<file path="src/t2x_pkg.sv">
package t2x_pkg;
   // line format selection
   typedef enum logic [1:0] {
      T2X_MODE_T3   = 2'h0,
      T2X_MODE_E3   = 2'h1,
      T2X_MODE_G747 = 2'h3
   } t2x_mode_t;

   // per channel bit slot marks and data from the second-order frame timing
   typedef struct packed {
      logic frame_start; // first bit of a frame
      logic fas_slot;    // bit is a framing/alignment bit
      logic rai_slot;    // X bit (T3) or remote-alarm bit (E3/G.747)
      logic nat_slot;    // E2 national bit
      logic data;        // the bit itself
   } t2x_slot_t;

   // bus geometry
   localparam int          T2X_ADDR_W = 10;
   localparam int          T2X_DATA_W = 32;
   localparam int          T2X_TRIB_W = 28;
   localparam int          T2X_MAX_CH = 7;
   localparam int          T2X_NAT_CH = 4;

   // printed register indices, byte address is four times the index
   localparam logic [7:0]  T2X_IDX_ALARM_CTRL = 8'h30;
   localparam logic [7:0]  T2X_IDX_LOF_NAT    = 8'h32;
   localparam logic [T2X_ADDR_W-1:0] T2X_ADR_ALARM_CTRL = {T2X_IDX_ALARM_CTRL, 2'h0};
   localparam logic [T2X_ADDR_W-1:0] T2X_ADR_LOF_NAT    = {T2X_IDX_LOF_NAT, 2'h0};
   localparam logic [T2X_ADDR_W-1:0] T2X_ADR_MODE       = 10'h000;
   localparam logic [T2X_ADDR_W-1:0] T2X_ADR_STATUS     = 10'h004;
   localparam logic [T2X_ADDR_W-1:0] T2X_ADR_TRIB_TX    = 10'h008;
   localparam logic [T2X_ADDR_W-1:0] T2X_ADR_TRIB_RX    = 10'h00C;

   // field positions
   localparam int          T2X_LO_FIELD  = 0;  // remote alarm / burst trigger
   localparam int          T2X_HI_FIELD  = 8;  // all-ones alarm / national bits
   localparam int          T2X_MODE_LSB  = 0;
   localparam int          T2X_RESYNC_B  = 2;

   // reset values
   localparam logic [T2X_TRIB_W-1:0] T2X_TRIB_RST = 28'hFFFFFFF;
   localparam logic [6:0]  T2X_CH_RST    = 7'h00;
   localparam logic [3:0]  T2X_NAT_RST   = 4'h0;

   // frame counts
   localparam logic [2:0]  T2X_BURST_FRAMES = 3'h4;
   localparam logic [2:0]  T2X_RAI_FRAMES   = 3'h4;
endpackage

</file>
<file path="src/t2x_framer_ctl.sv">
// Local design decision: register access over APB.
`timescale 1ns/1ns
// Behaviour
// [RULE_01] T3: X bit zero while remote alarm control high, one while low.
// [RULE_02] E3: remote alarm control high sets E2 frame bit 11 to one.
// [RULE_03] G.747: remote alarm control high sets set 2 bit 1 to one.
// [RULE_04] E3 and G.747: control low sends the remote alarm bit as zero.
// [RULE_05] E3: host keeps channel five to seven alarm controls low.
// [RULE_06] All-ones control high sends unframed ones, low sends normal data.
// [RULE_07] Rising edge of burst trigger inserts framing errors to break far sync.
// [RULE_08] Held trigger gives one burst; host clears and sets again for more.
// [RULE_09] T3: burst is four consecutive errored F bits; code inverts every F bit over four frames, as in E3 and G.747.
// [RULE_10] E3: burst is four alignment words with every bit inverted.
// [RULE_11] G.747: burst is four alignment words with every bit inverted.
// [RULE_12] E3: national bits forced to control bits 8 to 11, else ignored.
// [RULE_13] After reset all tributary streams carry forced AIS both directions.
// [RULE_14] Host programs tributary AIS registers before passing normal traffic.
// [RULE_15] Setting the resync control makes receive framers resynchronize.
// [RULE_16] Receive framers find frame boundaries and watch for alarms.
// [RULE_17] Formatters build framing and overhead and allow alarm injection.
// [RULE_18] Host ignores these controls when multiplexing is disabled.
// [RULE_19] Received national bit is captured in every E2 frame.
// [RULE_20] T2: remote alarm set after four X zero frames, cleared after four ones.
// [RULE_21] Channel n sits at bit n minus one within its byte.
// [RULE_22] Burst starts at the next frame boundary after the trigger edge.
module t2x_framer_ctl
   import t2x_pkg::*;
#(
   parameter int NCH = 7
) (
   // clock, reset, enable
   input  wire logic                   SYS_CLK_I,
   input  wire logic                   RST_N_I,
   input  wire logic                   CE_I,
   // apb slave
   input  wire logic                   PSEL_I,
   input  wire logic                   PENABLE_I,
   input  wire logic                   PWRITE_I,
   input  wire logic [T2X_ADDR_W-1:0]  PADDR_I,
   input  wire logic [T2X_DATA_W-1:0]  PWDATA_I,
   input  wire logic [3:0]             PSTRB_I,
   output logic      [T2X_DATA_W-1:0]  PRDATA_O,
   output logic                        PREADY_O,
   output logic                        PSLVERR_O,
   // transmit formatter stream
   input  wire t2x_slot_t [NCH-1:0]    TX_SLOT_I,
   output logic           [NCH-1:0]    TX_BIT_O,
   // receive framer stream
   input  wire t2x_slot_t [NCH-1:0]    RX_SLOT_I,
   output logic           [NCH-1:0]    RX_REMOTE_ALARM_O,
   output logic                        RX_RESYNC_O,
   // tributary alarm forcing
   output logic [T2X_TRIB_W-1:0]       TRIB_TX_AIS_O,
   output logic [T2X_TRIB_W-1:0]       TRIB_RX_AIS_O
);

   // channel count check, refused at elaboration
   if (NCH < 1 || NCH > T2X_MAX_CH) begin : g_bad_nch
      $error("NCH must lie between 1 and 7");
   end

   // only the first four channels carry an E2 national bit
   localparam int NNAT = (NCH < T2X_NAT_CH) ? NCH : T2X_NAT_CH;

   // channels left working per mode, E3 drops the upper three
   localparam logic [6:0] ALL_CH_MASK = 7'h7F;
   localparam logic [6:0] E3_CH_MASK  = 7'h0F;

   // registers
   logic [6:0]            tx_remote_alarm_ch_ff;
   logic [6:0]            tx_all_ones_alarm_ch_ff;
   logic [6:0]            frame_loss_burst_trigger_ch_ff;
   logic [3:0]            e2_national_bit_value_ff;
   t2x_mode_t             mode_ff;
   logic                  resync_ff;
   logic [T2X_TRIB_W-1:0] trib_tx_alarm_force_a_ff;
   logic [T2X_TRIB_W-1:0] trib_rx_alarm_force_a_ff;
   logic [T2X_DATA_W-1:0] prdata_ff;
   logic [NCH-1:0]        tx_bit_ff;
   logic [NCH-1:0]        rx_rai_ff;
   logic [3:0]            rx_nat_ff;

   logic                  wr_en;
   logic                  rd_setup;
   logic                  hit;
   logic [T2X_DATA_W-1:0] nxt_prdata;
   logic [T2X_DATA_W-1:0] status_word;
   logic [6:0]            ch_mask;
   logic                  sel_alarm;
   logic                  sel_lof_nat;
   logic                  sel_mode;
   logic                  sel_status;
   logic                  sel_trib_tx;
   logic                  sel_trib_rx;

   // one select per mapped word, a miss is answered with an error
   assign sel_alarm   = (PADDR_I == T2X_ADR_ALARM_CTRL);
   assign sel_lof_nat = (PADDR_I == T2X_ADR_LOF_NAT);
   assign sel_mode    = (PADDR_I == T2X_ADR_MODE);
   assign sel_status  = (PADDR_I == T2X_ADR_STATUS);
   assign sel_trib_tx = (PADDR_I == T2X_ADR_TRIB_TX);
   assign sel_trib_rx = (PADDR_I == T2X_ADR_TRIB_RX);
   assign hit         = sel_alarm | sel_lof_nat | sel_mode |
                        sel_status | sel_trib_tx | sel_trib_rx;

   // apb decode, zero wait states while enabled
   // an errored write is dropped so no unmapped word aliases a register
   assign wr_en    = CE_I & PSEL_I & PENABLE_I & PWRITE_I & ~PSLVERR_O;
   assign rd_setup = CE_I & PSEL_I & ~PENABLE_I & ~PWRITE_I;
   assign PREADY_O = CE_I;
   assign PSLVERR_O = PSEL_I & PENABLE_I & ~hit;

   // channels five to seven disabled in E3
   assign ch_mask = (mode_ff == T2X_MODE_E3) ? E3_CH_MASK : ALL_CH_MASK; // RULE_05

   // control register writes, low byte lane holds per channel bits
   always_ff @(posedge SYS_CLK_I or negedge RST_N_I) begin
      if (!RST_N_I) begin
         tx_remote_alarm_ch_ff          <= T2X_CH_RST;
         tx_all_ones_alarm_ch_ff        <= T2X_CH_RST;
         frame_loss_burst_trigger_ch_ff <= T2X_CH_RST;
         e2_national_bit_value_ff       <= T2X_NAT_RST;
      end else if (wr_en) begin
         // a lane that is not strobed keeps its field
         if (sel_alarm) begin
            if (PSTRB_I[0]) begin
               tx_remote_alarm_ch_ff <= PWDATA_I[T2X_LO_FIELD +: 7]; // RULE_21
            end
            if (PSTRB_I[1]) begin
               tx_all_ones_alarm_ch_ff <= PWDATA_I[T2X_HI_FIELD +: 7];
            end
         end
         if (sel_lof_nat) begin
            if (PSTRB_I[0]) begin
               frame_loss_burst_trigger_ch_ff <= PWDATA_I[T2X_LO_FIELD +: 7];
            end
            if (PSTRB_I[1]) begin
               e2_national_bit_value_ff <= PWDATA_I[T2X_HI_FIELD +: 4];
            end
         end
      end
   end

   // mode register and one-cycle resync request
   always_ff @(posedge SYS_CLK_I or negedge RST_N_I) begin
      if (!RST_N_I) begin
         mode_ff   <= T2X_MODE_T3;
         resync_ff <= 1'b0;
      end else if (CE_I) begin
         resync_ff <= 1'b0;
         if (wr_en && sel_mode && PSTRB_I[0]) begin
            mode_ff   <= t2x_mode_t'(PWDATA_I[T2X_MODE_LSB +: 2]);
            resync_ff <= PWDATA_I[T2X_RESYNC_B]; // RULE_15
         end
      end
   end

   // tributary AIS forcing, all forced from reset
   always_ff @(posedge SYS_CLK_I or negedge RST_N_I) begin
      if (!RST_N_I) begin
         trib_tx_alarm_force_a_ff <= T2X_TRIB_RST; // RULE_13
         trib_rx_alarm_force_a_ff <= T2X_TRIB_RST; // RULE_13
      end else if (wr_en) begin
         // a zero bit lets that tributary pass normal traffic
         if (sel_trib_tx) begin
            trib_tx_alarm_force_a_ff <= PWDATA_I[T2X_TRIB_W-1:0]; // RULE_14
         end
         if (sel_trib_rx) begin
            trib_rx_alarm_force_a_ff <= PWDATA_I[T2X_TRIB_W-1:0]; // RULE_14
         end
      end
   end

   // read mux
   always_comb begin
      status_word = '0;
      status_word[T2X_LO_FIELD +: NCH] = rx_rai_ff;
      status_word[T2X_HI_FIELD +: 4]   = rx_nat_ff;
      nxt_prdata = '0;
      case (PADDR_I)
         T2X_ADR_ALARM_CTRL: begin
            nxt_prdata[T2X_LO_FIELD +: 7] = tx_remote_alarm_ch_ff;
            nxt_prdata[T2X_HI_FIELD +: 7] = tx_all_ones_alarm_ch_ff;
         end
         T2X_ADR_LOF_NAT: begin
            nxt_prdata[T2X_LO_FIELD +: 7] = frame_loss_burst_trigger_ch_ff;
            nxt_prdata[T2X_HI_FIELD +: 4] = e2_national_bit_value_ff;
         end
         T2X_ADR_MODE: begin
            nxt_prdata[T2X_MODE_LSB +: 2] = mode_ff;
         end
         T2X_ADR_STATUS: begin
            nxt_prdata = status_word;
         end
         T2X_ADR_TRIB_TX: begin
            nxt_prdata[T2X_TRIB_W-1:0] = trib_tx_alarm_force_a_ff;
         end
         T2X_ADR_TRIB_RX: begin
            nxt_prdata[T2X_TRIB_W-1:0] = trib_rx_alarm_force_a_ff;
         end
         default:         nxt_prdata = '0;
      endcase
   end

   // read data captured in the setup cycle
   // so it stands unchanged through the whole access phase
   always_ff @(posedge SYS_CLK_I or negedge RST_N_I) begin
      if (!RST_N_I) begin
         prdata_ff <= '0;
      end else if (rd_setup) begin
         prdata_ff <= nxt_prdata;
      end
   end

   // per channel formatter and receive monitor
   for (genvar ch = 0; ch < NCH; ch++) begin : g_ch
      // per channel burst, override and alarm state
      logic       trig_d_ff;
      logic       arm_ff;
      logic [2:0] burst_cnt_ff;
      logic [2:0] nxt_burst_cnt;
      logic       burst_on;
      logic       rai_on;
      logic       ais_on;
      logic       nxt_tx_bit;
      logic [2:0] rai_cnt_ff;
      logic       want_rai;
      t2x_slot_t  ts;
      t2x_slot_t  rs;

      // this channel's slot marks and masked controls
      assign ts     = TX_SLOT_I[ch];
      assign rs     = RX_SLOT_I[ch];
      assign rai_on = tx_remote_alarm_ch_ff[ch] & ch_mask[ch];
      assign ais_on = tx_all_ones_alarm_ch_ff[ch] & ch_mask[ch];

      // remaining errored frames, reloaded at the frame after the edge
      always_comb begin
         nxt_burst_cnt = burst_cnt_ff;
         if (ts.frame_start) begin
            if (arm_ff) begin
               nxt_burst_cnt = T2X_BURST_FRAMES; // RULE_22
            end else if (burst_cnt_ff != 3'h0) begin
               nxt_burst_cnt = burst_cnt_ff - 3'h1;
            end
         end
         burst_on = (nxt_burst_cnt != 3'h0);
      end

      // trigger edge detection and burst counting
      always_ff @(posedge SYS_CLK_I or negedge RST_N_I) begin
         if (!RST_N_I) begin
            trig_d_ff    <= 1'b0;
            arm_ff       <= 1'b0;
            burst_cnt_ff <= 3'h0;
         end else if (CE_I) begin
            trig_d_ff    <= frame_loss_burst_trigger_ch_ff[ch];
            burst_cnt_ff <= nxt_burst_cnt; // RULE_09 RULE_10 RULE_11
            if (frame_loss_burst_trigger_ch_ff[ch] & ~trig_d_ff & ch_mask[ch]) begin
               arm_ff <= 1'b1; // RULE_07 RULE_08
            end else if (ts.frame_start) begin
               arm_ff <= 1'b0;
            end
         end
      end

      // overhead overrides on the outgoing bit
      always_comb begin
         nxt_tx_bit = ts.data; // RULE_17
         if (ts.fas_slot && burst_on) begin
            nxt_tx_bit = ~ts.data; // RULE_09 RULE_10 RULE_11
         end
         if (ts.rai_slot) begin
            if (mode_ff == T2X_MODE_T3) begin
               nxt_tx_bit = ~rai_on; // RULE_01
            end else begin
               nxt_tx_bit = rai_on; // RULE_02 RULE_03 RULE_04
            end
         end
         if (ts.nat_slot && mode_ff == T2X_MODE_E3 && ch < NNAT) begin
            nxt_tx_bit = e2_national_bit_value_ff[ch % T2X_NAT_CH]; // RULE_12
         end
         if (ais_on) begin
            nxt_tx_bit = 1'b1; // RULE_06
         end
      end

      // outgoing bit register, idles at one so reset sends all ones
      always_ff @(posedge SYS_CLK_I or negedge RST_N_I) begin
         if (!RST_N_I) begin
            tx_bit_ff[ch] <= 1'b1;
         end else if (CE_I) begin
            tx_bit_ff[ch] <= nxt_tx_bit;
         end
      end

      // received X bit persistence, X zero means alarm
      // a matching sample restarts the count, only an unbroken run flips it
      assign want_rai = ~rs.data;
      always_ff @(posedge SYS_CLK_I or negedge RST_N_I) begin
         if (!RST_N_I) begin
            rai_cnt_ff    <= 3'h0;
            rx_rai_ff[ch] <= 1'b0;
         end else if (CE_I) begin
            if (resync_ff || mode_ff != T2X_MODE_T3) begin
               rai_cnt_ff    <= 3'h0;
               rx_rai_ff[ch] <= 1'b0;
            end else if (rs.rai_slot) begin
               if (want_rai == rx_rai_ff[ch]) begin
                  rai_cnt_ff <= 3'h0;
               end else if (rai_cnt_ff == T2X_RAI_FRAMES - 3'h1) begin
                  rai_cnt_ff    <= 3'h0;
                  rx_rai_ff[ch] <= want_rai; // RULE_20 RULE_16
               end else begin
                  rai_cnt_ff <= rai_cnt_ff + 3'h1;
               end
            end
         end
      end

      // received national bit capture
      if (ch < T2X_NAT_CH) begin : g_nat
         always_ff @(posedge SYS_CLK_I or negedge RST_N_I) begin
            if (!RST_N_I) begin
               rx_nat_ff[ch] <= 1'b0;
            end else if (CE_I && rs.nat_slot) begin
               rx_nat_ff[ch] <= rs.data; // RULE_19
            end
         end
      end
   end

   // unused national captures when fewer than four channels
   for (genvar k = NCH; k < T2X_NAT_CH; k++) begin : g_nat_pad
      assign rx_nat_ff[k] = 1'b0;
   end

   // outputs
   assign PRDATA_O          = prdata_ff;
   assign TX_BIT_O          = tx_bit_ff;
   assign RX_REMOTE_ALARM_O = rx_rai_ff;
   assign RX_RESYNC_O       = resync_ff; // RULE_15
   assign TRIB_TX_AIS_O     = trib_tx_alarm_force_a_ff;
   assign TRIB_RX_AIS_O     = trib_rx_alarm_force_a_ff;

endmodule // t2x_framer_ctl

</file>
<file path="config.mk">
export PLATFORM = sky130hd
export DESIGN_NAME = t2x_framer_ctl
export DESIGN_NICKNAME = d
export VERILOG_FILES = /design/src/t2x_pkg.sv /design/src/t2x_framer_ctl.sv
export SDC_FILE = /design/constraint.sdc
export NUM_CORES = 1
export LEC_CHECK = 0
export ABC_AREA = 1
export BUFFER_PORTS_ARGS = -buffer_cell sky130_fd_sc_hd__buf_4
export CORE_MARGIN = 8
export CORE_UTILIZATION = 50
export DETAILED_ROUTE_END_ITERATION = 10
export PLACE_DENSITY_LB_ADDON = 0.1
export SLEW_MARGIN = 20
export SYNTH_ARGS = -nofsm -noshare
export SYNTH_HDL_FRONTEND = slang
export SYNTH_SLANG_ARGS = --single-unit
</file>
<file path="constraint.sdc">
create_clock -name SYS_CLK_I -period 3.9 [get_ports SYS_CLK_I]
set_clock_uncertainty 0.15 [all_clocks]
set_input_delay 0.585 -clock SYS_CLK_I [delete_from_list [all_inputs] [get_ports SYS_CLK_I]]
set_output_delay 0.585 -clock SYS_CLK_I [all_outputs]
set_load 0.02 [all_outputs]
</file>
Word-level counts from Yosys, hierarchy flattened
Cells that the tools add are included.

operators by class
  $add $sub $neg = 14
  multiply operators = 0
  divide/modulo/power cells = 0
  $lt $le $gt $ge = 0
  eq/ne operators = 27
  shift operators = 0
  multiplexer cells = 131
  bitwise gates (word level) = 73
  reduce and logical (&&, ||, !) cells = 84

operator list
  kind                 number
  $mux 3               49
  $mux 1               75
  $reduce_bool 2->1    22
  $reduce_bool 3->1    14
  $and 1x1->1          36
  $reduce_and 2->1     17
  $not 1->1            32
  $reduce_and 4->1     7
  $pmux 13 s2          1
  $pmux 5 s5           1
  $add 3x1->3 const B  7
  $eq 3x2->1 const B   7
  $sub 3x1->3 const B  7
  $eq 10x4->1 const B  2
  $eq 10x8->1 const B  2
  $pmux 4 s5           1
  $logic_and 1x1->1    17
  $ne 2x2->1 const B   7
  $pmux 2 s6           1
  $reduce_and 3->1     4
  $eq 10x3->1 const B  1
  $logic_not 10->1     1
  $pmux 3 s3           1
  $eq 1x1->1           7
  6 further kinds      10

word-level totals
  bits in registers = 186
  bits in latches = 0
  memory bits (writable) = 0
  ROM bits = 0
  input port bits = 122
  output and inout bits = 105
  logic and storage cells = 384
  memories = 0

Logic depth before layout (Yosys ltp)
  word-level depth = 13
  mapped depth = 14
  depth with buffers taken out = 14

Least setup slack after synthesis
OpenSTA, ideal clock, no wires.

  kind = input to output
  start point = in PADDR_I[0]
  end point = out PSLVERR_O
  data arrival time = 1412 ps
  required time = 3165 ps
  slack = 1753 ps
  stages on the path = 7
  path buffers = 0
  path through = inv_1 > nand2_1 > nor2_1 > nand2_2 > nand2_1 > nand3b_4 > inv_1

between the ends
  word-level cells in the longest chain between the ends = 8
  elaborated cells between the ends (all ways) = 13
  those cells by class = eq/ne: 5; bitwise: 7; reduce/logical: 1

ends and longest elaborated chain
  element                         line                                        text
  from (decl)                     t2x_framer_ctl.sv:39                        input wire logic [T2X_ADDR_W-1:0] PADDR_I,
  $eq 10x8->1 (on tied branches)  t2x_framer_ctl.sv:97, t2x_framer_ctl.sv:98
  $or 1x1->1 (3 in series)        t2x_framer_ctl.sv:103                       assign hit = sel_alarm | sel_lof_nat | sel_mode |
  $or 1x1->1                      t2x_framer_ctl.sv:104                       sel_status | sel_trib_tx | sel_trib_rx;
  $or 1x1->1 *                    t2x_framer_ctl.sv:104
  $not 1->1 *                     t2x_framer_ctl.sv:111                       assign PSLVERR_O = PSEL_I & PENABLE_I & ~hit;
  $and 1x1->1 *                   t2x_framer_ctl.sv:111
  to (decl)                       t2x_framer_ctl.sv:44                        output logic PSLVERR_O,

Every way passes the cells marked *; elsewhere a longest branch is shown, timed or not.

Worst setup path in the final report
  start point = in PADDR_I[9]
  end point = out PSLVERR_O

Same word-level chain as after synthesis.

==> metrics.txt <==
status complete, no violations; CP Launch Point PADDR_I[9]; TritonCTS Buffers 17; largest family of logic cells by synthesized area simple AND/OR/NAND/NOR gates; CP Data Required Time 3.16 ns; EDFF count, synth 0; hold buffer count at cts 0; part of the cycle the worst path needs 0.720; die area roughly 24000 um^2; WP data arrival roughly 2.1 ns; Cell variety after synth 45; DR iter-0 viols about 430; Main synth FF type dfrtp_1; placed cells 1545; Layout Cells excl Fill 1578; largest vdd supply drop 325 uV; CTS tree yes; Starting Density 0.508; post-CTS sizing 0; fraction of registers with async set or reset after synthesis 1.00; share of the synthesized area in the top cell type 0.324; sequential area share after synthesis 0.498; wire length per cell 16.6 um; slew at the pin with the worst max-slew slack roughly 0.86 ns; final antenna-violating net count 0; Worst Setup Slack post-DPL just over 0.9 ns; share of cells above drive strength 1 0.259; cell area after synthesis ~9500 um^2; CTS Root Cell clkbuf_16; DP HPWL 19300 um; number of vias per cell about 5.2; dpl cell area roughly 11000 um^2; setup ws final about 1.1 ns; CP Class primary input to output pin; Tot GR Track Use 0.223; Worst Setup EP PSLVERR_O; post-CTS setup buffers 0; final hold vios 0; drt drc 0; Reg area about 4700 um^2; number of core rows 50; H-tree Lvls 4; first-pass GRT wire length approximately 42000 um; post-synthesis mux area share 0; Simple-Gate Fraction of Synth Area 0.188; reg2reg path depth 7; Clk pin slew, worst setup/hold paths around 0.07 ns; Post-Synth XOR/XNOR Area 0.00461; I/O pin cnt 227; gr ovfl total 0; Syn Inst Count 1141; Static Leak a little over 6 nW; initial antenna violation count 1; layout net count around 1500; Setup Viol. Count Final 0; area leader, netlist dfrtp_1; DIE HEIGHT approximately 150 um; RSZ-0062 raised after global routing no; compound-cell area share of the yosys netlist 0.178; Multi-input gate area roughly 3800 um^2; r2r startpoint mode_ff[1]; Worst setup SP type primary input; RR Endpoint g_ch[0].rai_cnt_ff[0]; reg-to-reg slack, setup roughly 1.6 ns; worst skew pair latency between 0.4 and 0.5 ns; Post-Synth Adder-Cell Area 0.0303; Die Width ~150 um; cell area after layout 11800 um^2; largest net degree at the start of global routing between 80 and 90; Clock Path Buffers 2; Vias between 8000 and 9000; worst min-delay path category primary input to async pin; Setup crit end kind output pin; Ys Warns 0; number of global-route vias before repair around 8200; most area-consuming cells after synthesis dfrtp_1 (32%), dfstp_2 (17%), nand2_1 (11%); P per Cell Area roughly 450 nW/um^2; core footprint between 15000 and 20000 um^2; fin. max-slew vios 0; crit path max fanout 11; max-cap viol count 0; Port Buf Inserts a little under 200; final wirelength 26200 um; Area Growth Syn to Fin 23.8%; worst rel slew slack 0.429; Mean Syn Cell Area ~8.3 um^2; Fmax between 300 and 400 MHz; clock sink total between 150 and 200; routability cong. 0.835; total power between 0.005 and 0.006 W; DRT Pass-1 Iters 5; crit path time final 2.81 ns; fillers around 1600; final setup TNS 0 ns; #FFs+latches synth 186
-- cell usage after synthesis, types with 2 or more instances --
master,n
o211ai_2,4
xor2_1,5
or2_2,3
buf_4,10
o21ai_0,132
o21a_1,18
inv_1,184
clkbuf_1,14
o21ai_2,20
nand2_1,276
nand3b_1,4
ha_1,23
a211oi_1,6
o22ai_1,13
o31ai_1,10
nand3_1,59
nand4_1,8
nor2_4,4
a21oi_1,30
dfstp_2,63
o21ai_1,5
buf_2,12
nand2_2,2
dfrtp_1,123
a31oi_1,6
a21boi_1,2
o221ai_1,14
nor3_1,8
buf_6,5
a21boi_0,5
nor2_2,2
o211ai_1,6
buf_1,5
nor2_1,49
-- final cells by class --
type | instances | area share
clock inverter | 14 | 0.0139
timing repair buffer | 213 | 0.137
clock buffer | 18 | 0.0365
inverter | 185 | 0.0591
antenna | 1 | 0.000213
multi-input combinational | 727 | 0.325
tap | 234 | 0.0249
sequential | 186 | 0.403
-- layer usage --
| metal | vias up | global-route usage | wire length [um] |
|---|---|---|---|
| li1 | 4076 | - | - |
| met1 | 3879 | 0.290 | 11900 |
| met2 | 228 | 0.338 | 11600 |
| met3 | 32 | 0.0835 | 2240 |
| met4 | 0 | 0.0695 | 466 |
| met5 | - | 0 | 0 |
-- logic make-up after synthesis --
group                      Yosys count
AOI/OAI and AO/OA                  275
xor gates and xnor gates             5
buffers and inverters              231
and+or+nand+nor                    420
DFF                                186
other                                1
adders and majority gates           23
-- critical path: stages --
cell and delay (ns):
buf_4 0.11, nor2_2 0.12, nand2_1 0.09, nor3_2 0.16, nand2_1 0.08, buf_4 0.19, inv_1 0.25, nor2_1 0.12
nand3b_4 0.14, inv_1 0.05, buf_4 0.16
-- power by group --
part / internal [W] / switching, W / leakage (nW)
combinational: 0.000499 / 0.000712 / 3.50
sequential: 0.00216 / 0.000156 / 2.25
clock: 0.000965 / 0.000793 / 0.291
total: 0.00362 / 0.00166 / 6.04
-- worst min path at each step --
stage,end,slack (ns),depth (start not counted)
floorplan,PRDATA_O[0],0.14,0
detailed placement,g_ch[4].arm_ff,0.29,1
global placement,g_ch[4].arm_ff,0.29,1
finish,PRDATA_O[24],0.07,1
global route,PRDATA_O[24],0.13,1
CTS,PRDATA_O[24],0.09,1
-- per-stage QoR --
stage | hold slack, ns | utilization
floorplan | 0.139 | -
global placement | 0.290 | 0.597
detailed placement | 0.294 | 0.597
CTS | 0.0901 | 0.628
global route | 0.127 | 0.629
finish | 0.0673 | 0.629
-- cell usage in the layout, fill, tap and decap left out, types with 4 or more instances in the layout --
| cell type | count |
|---|---|
| a211oi_1 | 6 |
| a21boi_0 | 5 |
| a21oi_1 | 30 |
| a31oi_1 | 6 |
| buf_4 | 211 |
| clkbuf_16 | 17 |
| conb_1 | 4 |
| dfrtp_1 | 123 |
| dfstp_2 | 63 |
| ha_1 | 23 |
| inv_1 | 184 |
| nand2_1 | 276 |
| nand3_1 | 59 |
| nand3b_1 | 4 |
| nand4_1 | 8 |
| nor2_1 | 49 |
| nor2_4 | 4 |
| nor3_1 | 7 |
| o211ai_1 | 6 |
| o211ai_2 | 4 |
| o21a_1 | 18 |
| o21ai_0 | 132 |
| o21ai_1 | 5 |
| o21ai_2 | 20 |
| o221ai_1 | 14 |
| o22ai_1 | 13 |
| o31ai_1 | 10 |
| xor2_1 | 5 |
-- registers in the layout, summed over array words and instances (netlist names) --
name	flops
e2_national_bit_value_ff	4
frame_loss_burst_trigger_ch_ff	7
rx_nat_ff	4
g_ch.arm_ff	7
PRDATA_O	28
TRIB_TX_AIS_O	28
g_ch.rai_cnt_ff	21
mode_ff	2
TX_BIT_O	7
tx_remote_alarm_ch_ff	7
RX_REMOTE_ALARM_O	7
g_ch.trig_d_ff	7
g_ch.burst_cnt_ff	21
TRIB_RX_AIS_O	28
RX_RESYNC_O	1
tx_all_ones_alarm_ch_ff	7
Note: power is estimated with default switching activity, not from simulation.
